===== config.mk =====
export PLATFORM = sky130hd
export DESIGN_NAME = fsp_seq
export DESIGN_NICKNAME = d
export VERILOG_FILES = /design/src/rtl/fsp_pkg.sv /design/src/rtl/fsp_seq.sv
export SDC_FILE = /design/constraint.sdc
export NUM_CORES = 2
export LEC_CHECK = 0
export BUFFER_PORTS_ARGS = -buffer_cell sky130_fd_sc_hd__buf_2
export CAP_MARGIN = 10
export CORE_ASPECT_RATIO = 2
export CORE_MARGIN = 3
export CORE_UTILIZATION = 60
export CTS_CLUSTER_SIZE = 25
export DETAILED_ROUTE_END_ITERATION = 10
export GPL_TIMING_DRIVEN = 0
export PLACE_DENSITY_LB_ADDON = 0.3
export SLEW_MARGIN = 20
export SYNTH_ARGS = -nofsm -noshare
export SYNTH_HDL_FRONTEND = slang
export SYNTH_SLANG_ARGS = --single-unit

===== constraint.sdc =====
create_clock -name clk -period 5.5 [get_ports clk]
set_clock_uncertainty 0.2 [all_clocks]
set_input_delay 0.55 -clock clk [delete_from_list [all_inputs] [get_ports clk]]
set_output_delay 0.55 -clock clk [all_outputs]
set_load 0.05 [all_outputs]

===== src/rtl/fsp_pkg.sv =====
// Constants, types and state layout of the flash self-programming sequencer.
package fsp_pkg;

	// Register port and control register layout.
	localparam int ADDR_W = 3;
	localparam logic [2:0] CTRL_OFS = 3'h0;
	localparam int BIT_INT_EN = 7;
	localparam int BIT_BUSY = 6;
	localparam int BIT_REEN = 4;
	localparam int BIT_LOCKSET = 3;
	localparam int BIT_PGWR = 2;
	localparam int BIT_PGER = 1;
	localparam int BIT_EN = 0;
	localparam logic [7:0] CTRL_RESET = 8'h00;

	// Legal command patterns in the low five control bits.
	localparam logic [4:0] PAT_REEN = 5'h11;
	localparam logic [4:0] PAT_LOCKSET = 5'h09;
	localparam logic [4:0] PAT_WRITE = 5'h05;
	localparam logic [4:0] PAT_ERASE = 5'h03;
	localparam logic [4:0] PAT_LOAD = 5'h01;

	// Pointer fields and special pointer values.
	localparam int PAGE_LSB = 7;
	localparam int PAGE_W = 7;
	localparam int WORD_LSB = 1;
	localparam int WORD_W = 6;
	localparam int PAGE_WORDS = 64;
	localparam logic [6:0] HALT_FIRST_PAGE = 7'h70;
	localparam logic [15:0] Z_FUSE_LO = 16'h0000;
	localparam logic [15:0] Z_LOCK = 16'h0001;
	localparam logic [15:0] Z_FUSE_HI = 16'h0003;

	// Lock byte layout.
	localparam logic [7:0] LOCK_RESET = 8'hff;
	localparam logic [1:0] LOCK_UNUSED = 2'h3;
	localparam int LOCK_BOOT_LSB = 2;
	localparam int LOCK_BOOT_W = 4;
	localparam logic [15:0] ERASED_WORD = 16'hffff;

	// Arming windows and programming time.
	localparam logic [2:0] ARM_SPM_CYCLES = 3'h4;
	localparam logic [2:0] ARM_LPM_CYCLES = 3'h3;
	localparam int CLK_PERIOD_NS = 40;
	localparam int PROG_MIN_NS = 3700000;
	localparam int PROG_MAX_NS = 4500000;
	localparam int PROG_MIN_CYCLES = (PROG_MIN_NS + CLK_PERIOD_NS - 1) / CLK_PERIOD_NS;
	localparam int PROG_MAX_CYCLES = PROG_MAX_NS / CLK_PERIOD_NS;
	localparam int PROG_CNT_W = 24;

	typedef enum logic [1:0] {ST_IDLE, ST_ARMED, ST_PROG} fsp_state_type;
	typedef enum logic [2:0] {CMD_LOAD, CMD_ERASE, CMD_WRITE, CMD_LOCK, CMD_REEN} fsp_cmd_type;

	// Operands that travel with a store or load program instruction.
	typedef struct packed {
		logic [15:0] zPtr;
		logic [7:0] dataLow;
		logic [7:0] dataHigh;
	} fsp_instr_type;

	typedef struct packed {
		fsp_state_type st;
		fsp_cmd_type cmd;
		logic [2:0] age;
		logic [PROG_CNT_W-1:0] progCnt;
		logic [PAGE_W-1:0] progPage;
		logic intEn;
		logic busy;
		logic halt;
		logic [7:0] lockByte;
		logic [7:0] lockData;
		logic [PAGE_WORDS-1:0] bufValid;
		logic [7:0] rdData;
		logic lpmValid;
		logic [7:0] lpmData;
		logic [15:0] bufRd;
	} fsp_regs_type;

endpackage : fsp_pkg


===== src/rtl/fsp_seq.sv =====
// Flash self-programming sequencer: command arming, page buffer, erase, write and lock bits.
//
// Requirements
// RQ1: Erase pattern plus store within four cycles erases the pointer's page.
// RQ2: Erasing a halting-section page stalls the CPU; other pages leave it running.
// RQ3: Load pattern plus store writes the data word to the buffer slot.
// RQ4: Buffer clears after page write, re-enable bit write, and system reset.
// RQ5: Software loads each buffer slot at most once between buffer clears.
// RQ6: An EEPROM write during page loading discards all loaded buffer words.
// RQ7: Write pattern plus store within four cycles programs the buffer into the page.
// RQ8: Writing a halting-section page stalls the CPU until it completes.
// RQ9: With interrupt enabled, request stays high while the enable bit reads zero.
// RQ10: During erase or write the concurrent-read section is blocked and busy flag set.
// RQ11: Software re-enables the section before reading it after programming.
// RQ12: Lock-set pattern plus store programs boot lock bits from the low data byte.
// RQ13: Each zero among low data bits five to two programs that boot lock bit.
// RQ14: Lock-bit programming blocks no section and never stalls the CPU.
// RQ15: Software should use pointer one and ones in bits seven, six, one, zero.
// RQ16: An EEPROM write blocks all programming commands and fuse or lock readback.
// RQ17: Armed lock-set plus load within three cycles with pointer one returns lock bits.
// RQ18: Arming expires after readback, three cycles without load, or four without store; the code keeps a lock-set armed four cycles, refusing loads after three.
// RQ19: Lock byte holds boot locks in bits five to two, memory locks in one and zero.
// RQ20: Pointer zero returns fuse low byte, pointer three the fuse high byte.
// RQ21: Readback shows programmed bits as zero and unprogrammed bits as one.
// RQ22: Erase, write and lock programming each last between 3.7 and 4.5 ms.
// RQ23: Control writes with an illegal low five-bit pattern are ignored; the code still takes the interrupt enable bit from them.
// RQ24: Starting a page load also clears the section busy flag.
`timescale 1ns/1ns
module fsp_seq #(
	parameter int PROG_CYCLES = fsp_pkg::PROG_MIN_CYCLES,
	parameter logic [7:0] LOCK_INIT = fsp_pkg::LOCK_RESET
) (
	// Clock and reset.
	input wire logic clk,
	input wire logic rst_b,
	// Register port.
	input wire logic [fsp_pkg::ADDR_W-1:0] regAddr,
	input wire logic [7:0] regWData,
	input wire logic regWr,
	input wire logic regRd,
	output logic [7:0] regRData,
	// Instructions from the CPU core.
	input wire logic spmExec,
	input wire logic lpmExec,
	input wire fsp_pkg::fsp_instr_type instr,
	output logic lpmValid,
	output logic [7:0] lpmData,
	// Neighbouring blocks.
	input wire logic eeWriteActive,
	input wire logic [7:0] fuseLow,
	input wire logic [7:0] fuseHigh,
	// Flash array control.
	output logic progActive,
	output logic progErase,
	output logic progWrite,
	output logic progLock,
	output logic [fsp_pkg::PAGE_W-1:0] progPage,
	input wire logic [fsp_pkg::WORD_W-1:0] bufRdAddr,
	output logic [15:0] bufRdData,
	// CPU side status.
	output logic cpuStall,
	output logic sectionBlocked,
	output logic readyIrq
);

	fsp_pkg::fsp_regs_type r_q;
	fsp_pkg::fsp_regs_type r_d;
	logic [15:0] pageBuf [fsp_pkg::PAGE_WORDS];
	logic bufWe;
	logic [fsp_pkg::WORD_W-1:0] bufIdx;
	logic ctrlWr;
	logic inWindow;
	logic spmTake;
	logic lpmTake;
	logic progDone;
	logic [fsp_pkg::PAGE_W-1:0] zPage;

	function automatic logic isLegal(input logic [4:0] pat);
		return pat inside {fsp_pkg::PAT_REEN, fsp_pkg::PAT_LOCKSET, fsp_pkg::PAT_WRITE,
			fsp_pkg::PAT_ERASE, fsp_pkg::PAT_LOAD};
	endfunction : isLegal

	function automatic fsp_pkg::fsp_cmd_type decodeCmd(input logic [4:0] pat);
		unique case (pat)
			fsp_pkg::PAT_REEN: return fsp_pkg::CMD_REEN;
			fsp_pkg::PAT_LOCKSET: return fsp_pkg::CMD_LOCK;
			fsp_pkg::PAT_WRITE: return fsp_pkg::CMD_WRITE;
			fsp_pkg::PAT_ERASE: return fsp_pkg::CMD_ERASE;
			default: return fsp_pkg::CMD_LOAD;
		endcase
	endfunction : decodeCmd

	// Control register image; command bits show only while a command is pending or running.
	function automatic logic [7:0] ctrlImage(input fsp_pkg::fsp_regs_type s);
		logic [7:0] v;
		v = fsp_pkg::CTRL_RESET;
		v[fsp_pkg::BIT_INT_EN] = s.intEn;
		v[fsp_pkg::BIT_BUSY] = s.busy;
		if (s.st != fsp_pkg::ST_IDLE) begin
			v[fsp_pkg::BIT_EN] = 1'b1;
			v[fsp_pkg::BIT_REEN] = (s.cmd == fsp_pkg::CMD_REEN);
			v[fsp_pkg::BIT_LOCKSET] = (s.cmd == fsp_pkg::CMD_LOCK);
			v[fsp_pkg::BIT_PGWR] = (s.cmd == fsp_pkg::CMD_WRITE);
			v[fsp_pkg::BIT_PGER] = (s.cmd == fsp_pkg::CMD_ERASE);
		end
		return v;
	endfunction : ctrlImage

	assign ctrlWr = regWr && (regAddr == fsp_pkg::CTRL_OFS);
	assign inWindow = (r_q.st == fsp_pkg::ST_ARMED) && (r_q.age < fsp_pkg::ARM_SPM_CYCLES);
	assign spmTake = inWindow && spmExec && !eeWriteActive; // see RQ16
	assign lpmTake = inWindow && lpmExec && !spmExec && !eeWriteActive
		&& (r_q.cmd == fsp_pkg::CMD_LOCK) && (r_q.age < fsp_pkg::ARM_LPM_CYCLES); // see RQ17
	assign progDone = (r_q.st == fsp_pkg::ST_PROG)
		&& (r_q.progCnt == fsp_pkg::PROG_CNT_W'(PROG_CYCLES - 1)); // see RQ22
	assign zPage = instr.zPtr[fsp_pkg::PAGE_LSB +: fsp_pkg::PAGE_W];
	assign bufIdx = instr.zPtr[fsp_pkg::WORD_LSB +: fsp_pkg::WORD_W];
	assign bufWe = spmTake && (r_q.cmd == fsp_pkg::CMD_LOAD);

	always_comb begin
		r_d = r_q;
		r_d.lpmValid = 1'b0;
		r_d.rdData = 8'h00;
		if (regRd && (regAddr == fsp_pkg::CTRL_OFS)) begin
			r_d.rdData = ctrlImage(r_q);
		end
		if (ctrlWr) begin
			r_d.intEn = regWData[fsp_pkg::BIT_INT_EN];
		end
		r_d.bufRd = r_q.bufValid[bufRdAddr] ? pageBuf[bufRdAddr] : fsp_pkg::ERASED_WORD;
		unique case (r_q.st)
			fsp_pkg::ST_IDLE, fsp_pkg::ST_ARMED: begin
				if (r_q.st == fsp_pkg::ST_ARMED) begin
					r_d.age = r_q.age + 3'h1;
					if (r_q.age == fsp_pkg::ARM_SPM_CYCLES - 3'h1) begin
						r_d.st = fsp_pkg::ST_IDLE; // see RQ18
					end
				end
				if (spmTake) begin
					r_d.st = fsp_pkg::ST_IDLE;
					unique case (r_q.cmd)
						fsp_pkg::CMD_LOAD: begin
							r_d.bufValid[bufIdx] = 1'b1; // see RQ3
							r_d.busy = 1'b0; // see RQ24
						end
						fsp_pkg::CMD_ERASE, fsp_pkg::CMD_WRITE: begin
							r_d.st = fsp_pkg::ST_PROG; // see RQ1, RQ7
							r_d.progPage = zPage;
							r_d.progCnt = '0;
							r_d.busy = 1'b1; // see RQ10
							r_d.halt = (zPage >= fsp_pkg::HALT_FIRST_PAGE); // see RQ2, RQ8
						end
						fsp_pkg::CMD_LOCK: begin
							r_d.st = fsp_pkg::ST_PROG; // see RQ12
							r_d.lockData = instr.dataLow;
							r_d.progCnt = '0;
							r_d.halt = 1'b0; // see RQ14
						end
						fsp_pkg::CMD_REEN: begin
							r_d.busy = 1'b0;
						end
					endcase
				end else if (lpmTake) begin
					r_d.st = fsp_pkg::ST_IDLE; // see RQ18
					r_d.lpmValid = 1'b1;
					unique case (instr.zPtr)
						fsp_pkg::Z_FUSE_LO: r_d.lpmData = fuseLow; // see RQ20, RQ21
						fsp_pkg::Z_FUSE_HI: r_d.lpmData = fuseHigh;
						default: r_d.lpmData = {fsp_pkg::LOCK_UNUSED, r_q.lockByte[5:0]}; // see RQ19
					endcase
				end
				if (ctrlWr && !eeWriteActive && isLegal(regWData[4:0])) begin // see RQ23, RQ16
					r_d.st = fsp_pkg::ST_ARMED;
					r_d.cmd = decodeCmd(regWData[4:0]);
					r_d.age = 3'h0;
					if (decodeCmd(regWData[4:0]) == fsp_pkg::CMD_REEN) begin
						// A load taken in this same cycle keeps its word, so the set wins.
						r_d.bufValid = '0; // see RQ4
						if (bufWe) begin
							r_d.bufValid[bufIdx] = 1'b1;
						end
					end
				end
				if (eeWriteActive) begin
					r_d.bufValid = '0; // see RQ6
				end
			end
			fsp_pkg::ST_PROG: begin
				// Arming is refused while the array is busy; only the interrupt enable is taken.
				r_d.progCnt = r_q.progCnt + fsp_pkg::PROG_CNT_W'(1);
				if (progDone) begin
					r_d.st = fsp_pkg::ST_IDLE;
					r_d.halt = 1'b0;
					if (r_q.cmd == fsp_pkg::CMD_WRITE) begin
						r_d.bufValid = '0; // see RQ4
					end
					if (r_q.cmd == fsp_pkg::CMD_LOCK) begin
						r_d.lockByte[fsp_pkg::LOCK_BOOT_LSB +: fsp_pkg::LOCK_BOOT_W] =
							r_q.lockByte[fsp_pkg::LOCK_BOOT_LSB +: fsp_pkg::LOCK_BOOT_W]
							& r_q.lockData[fsp_pkg::LOCK_BOOT_LSB +: fsp_pkg::LOCK_BOOT_W]; // see RQ13
					end
				end
			end
		endcase
	end

	always_ff @(posedge clk or negedge rst_b) begin
		if (!rst_b) begin
			r_q <= '{st: fsp_pkg::ST_IDLE, cmd: fsp_pkg::CMD_LOAD, age: 3'h0, progCnt: '0,
				progPage: '0, intEn: 1'b0, busy: 1'b0, halt: 1'b0, lockByte: LOCK_INIT,
				lockData: 8'hff, bufValid: '0, rdData: 8'h00, lpmValid: 1'b0,
				lpmData: 8'h00, bufRd: fsp_pkg::ERASED_WORD}; // see RQ4
		end else begin
			r_q <= r_d;
		end
	end

	// The buffer words carry no reset; the valid bits decide what the array sees.
	always_ff @(posedge clk) begin
		if (bufWe) begin
			pageBuf[bufIdx] <= {instr.dataHigh, instr.dataLow};
		end
	end

	assign regRData = r_q.rdData;
	assign lpmValid = r_q.lpmValid;
	assign lpmData = r_q.lpmData;
	assign bufRdData = r_q.bufRd;
	assign progActive = (r_q.st == fsp_pkg::ST_PROG);
	assign progErase = progActive && (r_q.cmd == fsp_pkg::CMD_ERASE);
	assign progWrite = progActive && (r_q.cmd == fsp_pkg::CMD_WRITE);
	assign progLock = progActive && (r_q.cmd == fsp_pkg::CMD_LOCK);
	assign progPage = r_q.progPage;
	assign cpuStall = r_q.halt;
	assign sectionBlocked = r_q.busy;
	assign readyIrq = r_q.intEn && (r_q.st == fsp_pkg::ST_IDLE); // see RQ9

	// Checks.
	logic [fsp_pkg::PROG_CNT_W-1:0] progLen;
	logic [3:0] bootLocks;
	assign bootLocks = r_q.lockByte[fsp_pkg::LOCK_BOOT_LSB +: fsp_pkg::LOCK_BOOT_W];
	logic [7:0] ctrlNow;
	assign ctrlNow = ctrlImage(r_q);

	always_ff @(posedge clk or negedge rst_b) begin
		if (!rst_b) begin
			progLen <= '0;
		end else if (progActive) begin
			progLen <= progLen + fsp_pkg::PROG_CNT_W'(1);
		end else begin
			progLen <= '0;
		end
	end
endmodule : fsp_seq


==> After elaboration in Yosys (flattened, before gate mapping) <==
Memory sizes are Yosys's and may differ from the RTL's.
Index checks and enable logic that the tools add are counted.
{ "word_totals": {"mem_count": 1, "regBits": 151, "ramBits": 1024, "output_inout_bits": 47, "word_cells": 136, "input_bits": 72} }
{ "classes": {"addsub": 2, "order_cmp": 6, "n_reduce_logical": 44, "n_eq_ne": 22, "bitwise_logic": 3, "muxes": 43} }
{ "mem_list": {"columns": ["name", "words", "word_bits", "read_ports", "rd_ports_with_merged_regs", "write_ports", "line_no", "source"], "rows": [
  ["pageBuf", 64, 16, 1, 0, 1, "fsp_seq.sv:68", "logic [15:0] pageBuf [fsp_pkg::PAGE_WORDS];"]
]} }
{ "op_table": {"columns": ["cell", "n"], "rows": [
  ["$mux 64", 8],
  ["$pmux 64 s2", 1],
  ["$or 64x64->64", 1],
  ["$pmux 24 s2", 1],
  ["$mux 31", 1],
  ["$mux 9", 3],
  ["$add 24x1->24 const B", 1],
  ["$eq 24x17->1 const B", 1],
  ["$mux 24", 1],
  ["$reduce_and 3->1", 7],
  ["$logic_and 1x1->1", 19],
  ["$eq 16x2->1 const B", 1],
  ["$logic_not 16->1", 1],
  ["$mux 16", 1],
  ["$mux 8", 2],
  ["$pmux 8 s2", 1],
  ["$lt 6x7->1 const B", 2],
  ["$mux 2", 6],
  ["$pmux 3 s4", 1],
  ["$ne 5x5->1 const B", 2],
  ["$eq 3x2->1 const B", 3],
  ["$mux 3", 3],
  ["$reduce_and 2->1", 4],
  ["$ge 7x7->1 const B", 1],
  ["other kinds (32)", 48]
]} }

==> Logic depth before layout (Yosys ltp) <==
{ "logic_depth": {"ltp_word": 11, "ltp_mapped": 10, "mapped_depth_nobuf": 6} }

==> Worst setup path before layout <==
No wires, ideal clock.
{ "synth_timing": {"path_type": "input port to flip-flop", "from": "input port eeWriteActive", "to": "memory pageBuf[56][0], enable pin", "required_time_ns": 4.912, "path_buffers": 1, "slack_ns": 2.291, "arrival_ns": 2.621, "stages": 6, "setup_time_ns": 0.388, "path_cell_list": "or4b_1 -> nor2_1 -> and3_1 -> nand3_1 -> clkbuf_1 -> nor2_1"} }
{ "synth_between": {"elab_chain_len": 5} }
{ "synth_rtl": {"columns": ["item", "line_no", "source"], "rows": [
  ["start, declared", "fsp_seq.sv:49", "input wire logic eeWriteActive,"],
  ["$logic_not 1->1", "fsp_seq.sv:111", "assign spmTake = inWindow && spmExec && !eeWriteActive;"],
  ["$logic_and 1x1->1", "fsp_seq.sv:111", null],
  ["$logic_and 1x1->1", "fsp_seq.sv:118", "assign bufWe = spmTake && (r_q.cmd == fsp_pkg::CMD_LOAD);"],
  ["$mux 1", "fsp_seq.sv:220", "if (bufWe) begin"],
  ["$mux 1 (implied by the code)", "fsp_seq.sv:221", "pageBuf[bufIdx] <= {instr.dataHigh, instr.dataLow};"],
  ["end, declared", "fsp_seq.sv:68", null]
]} }
Every way passes these cells.

==> metrics.md <==
| Metric | Value |
|---|---|
| CTS Hold Buffers Added | 17 |
| PortBufs | 111 |
| Share of layout cells above drive strength 1 | 0.266 |
| Worst-skew pair later-pin latency | 0.68 ns |
| Place WS | 0.615 ns |
| DR iter-0 viols | 2,619 |
| Drc violations | 0 |
| Reg power frac | 0.555 |
| Seq/Total Area, Yosys | 0.751 |
| Hold Slack | 0.0349 ns |
| Placer Congestion | 0.989 |
| Vias per std cell | 6.59 |
| Overflow after GRT | 0 |
| Cell Area, Synth | 45,800 um2 |
| WL/cell | 31.4 um |
| Layout overhead on the synthesized area | 13.3% |
| Initial Utilization | 0.608 |
| Fin crit share | 0.785 |
| Gate Count Post-Synth | 2,415 |
| Setup slack, reg-to-reg | 1.65 ns |
| TritonRoute pass-1 iters | 6 |
| NetSw | 3.69 mW |
| Non-filler instance count after layout | 3,775 |
| CTS buffer count | 91 |
| FILL cells | 4,708 |
| #FFs+latches synth | 1,170 |
| Max-slew violations | 0 |
| HPWL after DPL | 79,800 um |
| Comb pwr share | 0.051 |
| Vias in the first global route | 26.3k |
| First-pass GRT wire length | 174,000 um |
| Net Sw Frac | 0.211 |
| Req. time, crit path | 5.90 ns |
| Power Internal | 13.8 mW |
| Total number of vias | 24.9k |
| Diodes inserted | 0 |
| Clk buf depth | 3 |
| IO Pins | 119 |
| Arr. time, crit path | 4.72 ns |
| Worst Tran Pin Value | 1.19 ns |
| Max Cap Viol | 0 |
| RSZ-0062 raised after global routing | no |
| Maximum clock frequency | 232 MHz |
| Tightest Hold Check Type | primary input to flip-flop |
| # H-tree levels | 3 |
| Worst-path fanout max | 10 |
| Initial antenna violation count | 0 |
| YS warnings | 0 |
| CORE AREA | 75,300 um2 |
| ANT nets after route | 0 |
| Cell taking the most area after synthesis | edfxtp_1 |
| Status | complete, no violations |
| Post-cts sizing count | 0 |
| Final setup fails | 0 |
| Final hold violations | 0 |
| Design Power | 17.5 mW |
| FP Rows | 142 |
| Critical Path Start Type | primary input |
| Worst IR Drop VDD | 0.371 mV |
| Die X | 201 um |
| Nets | 2,766 |
| Cell count after placement | 3,589 |
| Period minus WS final | 4.32 ns |
| CP Capture Type | flip-flop |
| TritonCTS clock tree | yes |
| Syn Nets | 2,490 |
| Post-synth top area share | 0.671 |
| Distinct cells, synth | 64 |
| Leak | 17.7 nW |
| Mean Syn Cell Area | 19.0 um2 |
| Post-synth EDFFs | 1,024 |
| Synth top area cells | edfxtp_1, mux4_2, dfrtp_1 |
| Main synth FF type | edfxtp_1 |
| Final Routed Wirelength | 118,000 um |
| Largest net degree at the start of global routing | 80 |
| Total GRT Usage | 0.302 |
| Kind of critical path | primary input to flip-flop |
| Max_slew headroom | 0.209 |
| Final setup margin | 1.18 ns |
| Ys async rst share | 0.125 |
| Clock Sinks | 1,170 |
| Die H | 397 um |
| Clock transition at the registers of the reported paths | 0.07 ns |
| PD cells | 337 nW/um2 |
| Total die area | 80,000 um2 |
| CTS root buf | clkbuf_16 |
| Clk pwr share | 0.394 |
| Post-CTS setup buffers | 0 |
[path summary, 6_finish.rpt]
| check | from | to | cells after the start |
|---|---|---|---|
| hold / removal | fuseLow[7] | lpmData[7] | 3 |
| hold reg to reg | bootLocks[0] | bootLocks[0] | 1 |
| max in group asynchronous | rst_b | bufRdData[1] | 3 |
| min in group asynchronous | rst_b | r_q[149] | 2 |
| setup / recovery | bufRdAddr[1] | bufRdData[13] | 9 |
| setup reg to reg | r_q[153] | pageBuf[52][8] | 6 |
[cells in the mapped netlist, types with 5 or more instances]
cell type	n
edfxtp_1	1024
mux4_2	208
nor2_1	165
mux2i_1	129
dfrtp_1	122
nand2_1	94
a22oi_1	92
clkbuf_1	88
buf_2	44
nand3_1	41
buf_4	40
o2bb2ai_1	33
a2111oi_0	32
a21o_1	32
o2111ai_1	32
dfstp_2	24
a31o_2	20
a21oi_1	19
mux2_2	16
xnor2_1	13
o21ai_0	9
a22o_1	8
and3_1	8
nand4_1	7
nor2b_1	7
nor3_1	7
and2_1	6
buf_1	6
inv_1	6
nand2b_1	6
nor3b_1	6
nor4_1	6
or3_1	5
or3b_2	5
xor2_1	5
[routing by layer]
layer	up-vias	routed length (um)	global-route usage
met5	-	0	0
met4	0	9830	0.207
met3	335	8490	0.0457
met2	1435	62500	0.531
met1	12821	37600	0.340
li1	10280	-	-
[critical path, stage by stage]
cell       delay (ns)
buf_2            0.12
buf_2            0.43
clkbuf_1         0.91
clkbuf_1         0.81
mux2i_1          0.26
nor2_1           0.06
a2111oi_0        0.86
a22oi_1          0.35
a31o_2           0.33
[stage by stage]
step | TNS [ns] | utilization | area [um2]
after CTS | 0 | 0.689 | 51900
after detailed placement | 0 | 0.646 | 48700
after global placement | -0.180 | 0.633 | 47700
final | 0 | 0.690 | 52000
after global routing | 0 | 0.690 | 52000
after floorplan | 0 | - | 45800
[sequential cells by signal, summed over array words and instances, names as in the netlist, 4 cells and up]
signal / cells
bootLocks: 4
bufRdData: 16
lpmData: 8
pageBuf: 1024
progPage: 7
r_q: 100
regRData: 7
[power by group through the flow]
stage / clock [mW] / combinational (mW) / sequential, mW
floorplan: 0 / 0.434 / 9.89
global placement: 0 / 0.828 / 9.91
detailed placement: 0 / 0.871 / 9.90
CTS: 6.94 / 0.884 / 9.71
global route: 7.24 / 0.936 / 9.71
finish: 6.89 / 0.891 / 9.71
[cell families (layout without fill, tap and decap cells)]
family,after synthesis,count (layout),share of synthesized area
AND/OR/NAND/NOR,389,389,0.0401
adder cells (fa/ha/maj),4,4,0.00104
multiplexers,353,353,0.134
other,1,1,0.0000818
buffers and inverters,186,538,0.0199
XOR/XNOR,18,18,0.00344
AO/OA/AOI/OAI,294,294,0.0500
flip-flops,1170,1170,0.751
[cells in the final DEF (no fill, tap or decap), types with 10 or more instances in the layout]
cell type,netlist,routed
buf_6,1,23
a21oi_1,19,19
mux2_2,16,16
a22oi_1,92,92
clkinv_2,0,10
buf_2,44,138
nand2_1,94,94
mux4_2,208,208
nor2_2,0,65
xnor2_1,13,13
dlygate4sd3_1,0,17
nor2_1,165,100
clkbuf_16,0,94
o2111ai_1,32,32
mux2i_1,129,129
bufinv_16,0,14
buf_8,0,31
dfstp_2,24,24
buf_4,40,56
a2111oi_0,32,17
clkinv_1,0,19
dfrtp_1,122,122
o2bb2ai_1,33,33
nand3_1,41,41
edfxtp_1,1024,1024
a21o_1,32,32
clkbuf_1,88,104
a31o_2,20,20
[final cells by class]
type | count | area [um2] | area share
Sequential cell | 1170 | 34400 | 0.663
Multi-Input combinational cell | 1059 | 10700 | 0.206
Clock buffer | 112 | 2440 | 0.0470
Timing Repair Buffer | 183 | 1520 | 0.0293
Tap cell | 1008 | 1260 | 0.0243
Buffer | 180 | 890 | 0.0171
Clock inverter | 57 | 673 | 0.0130
Inverter | 6 | 22.5 | 0.000434
Power figures use the tool's default switching activity.
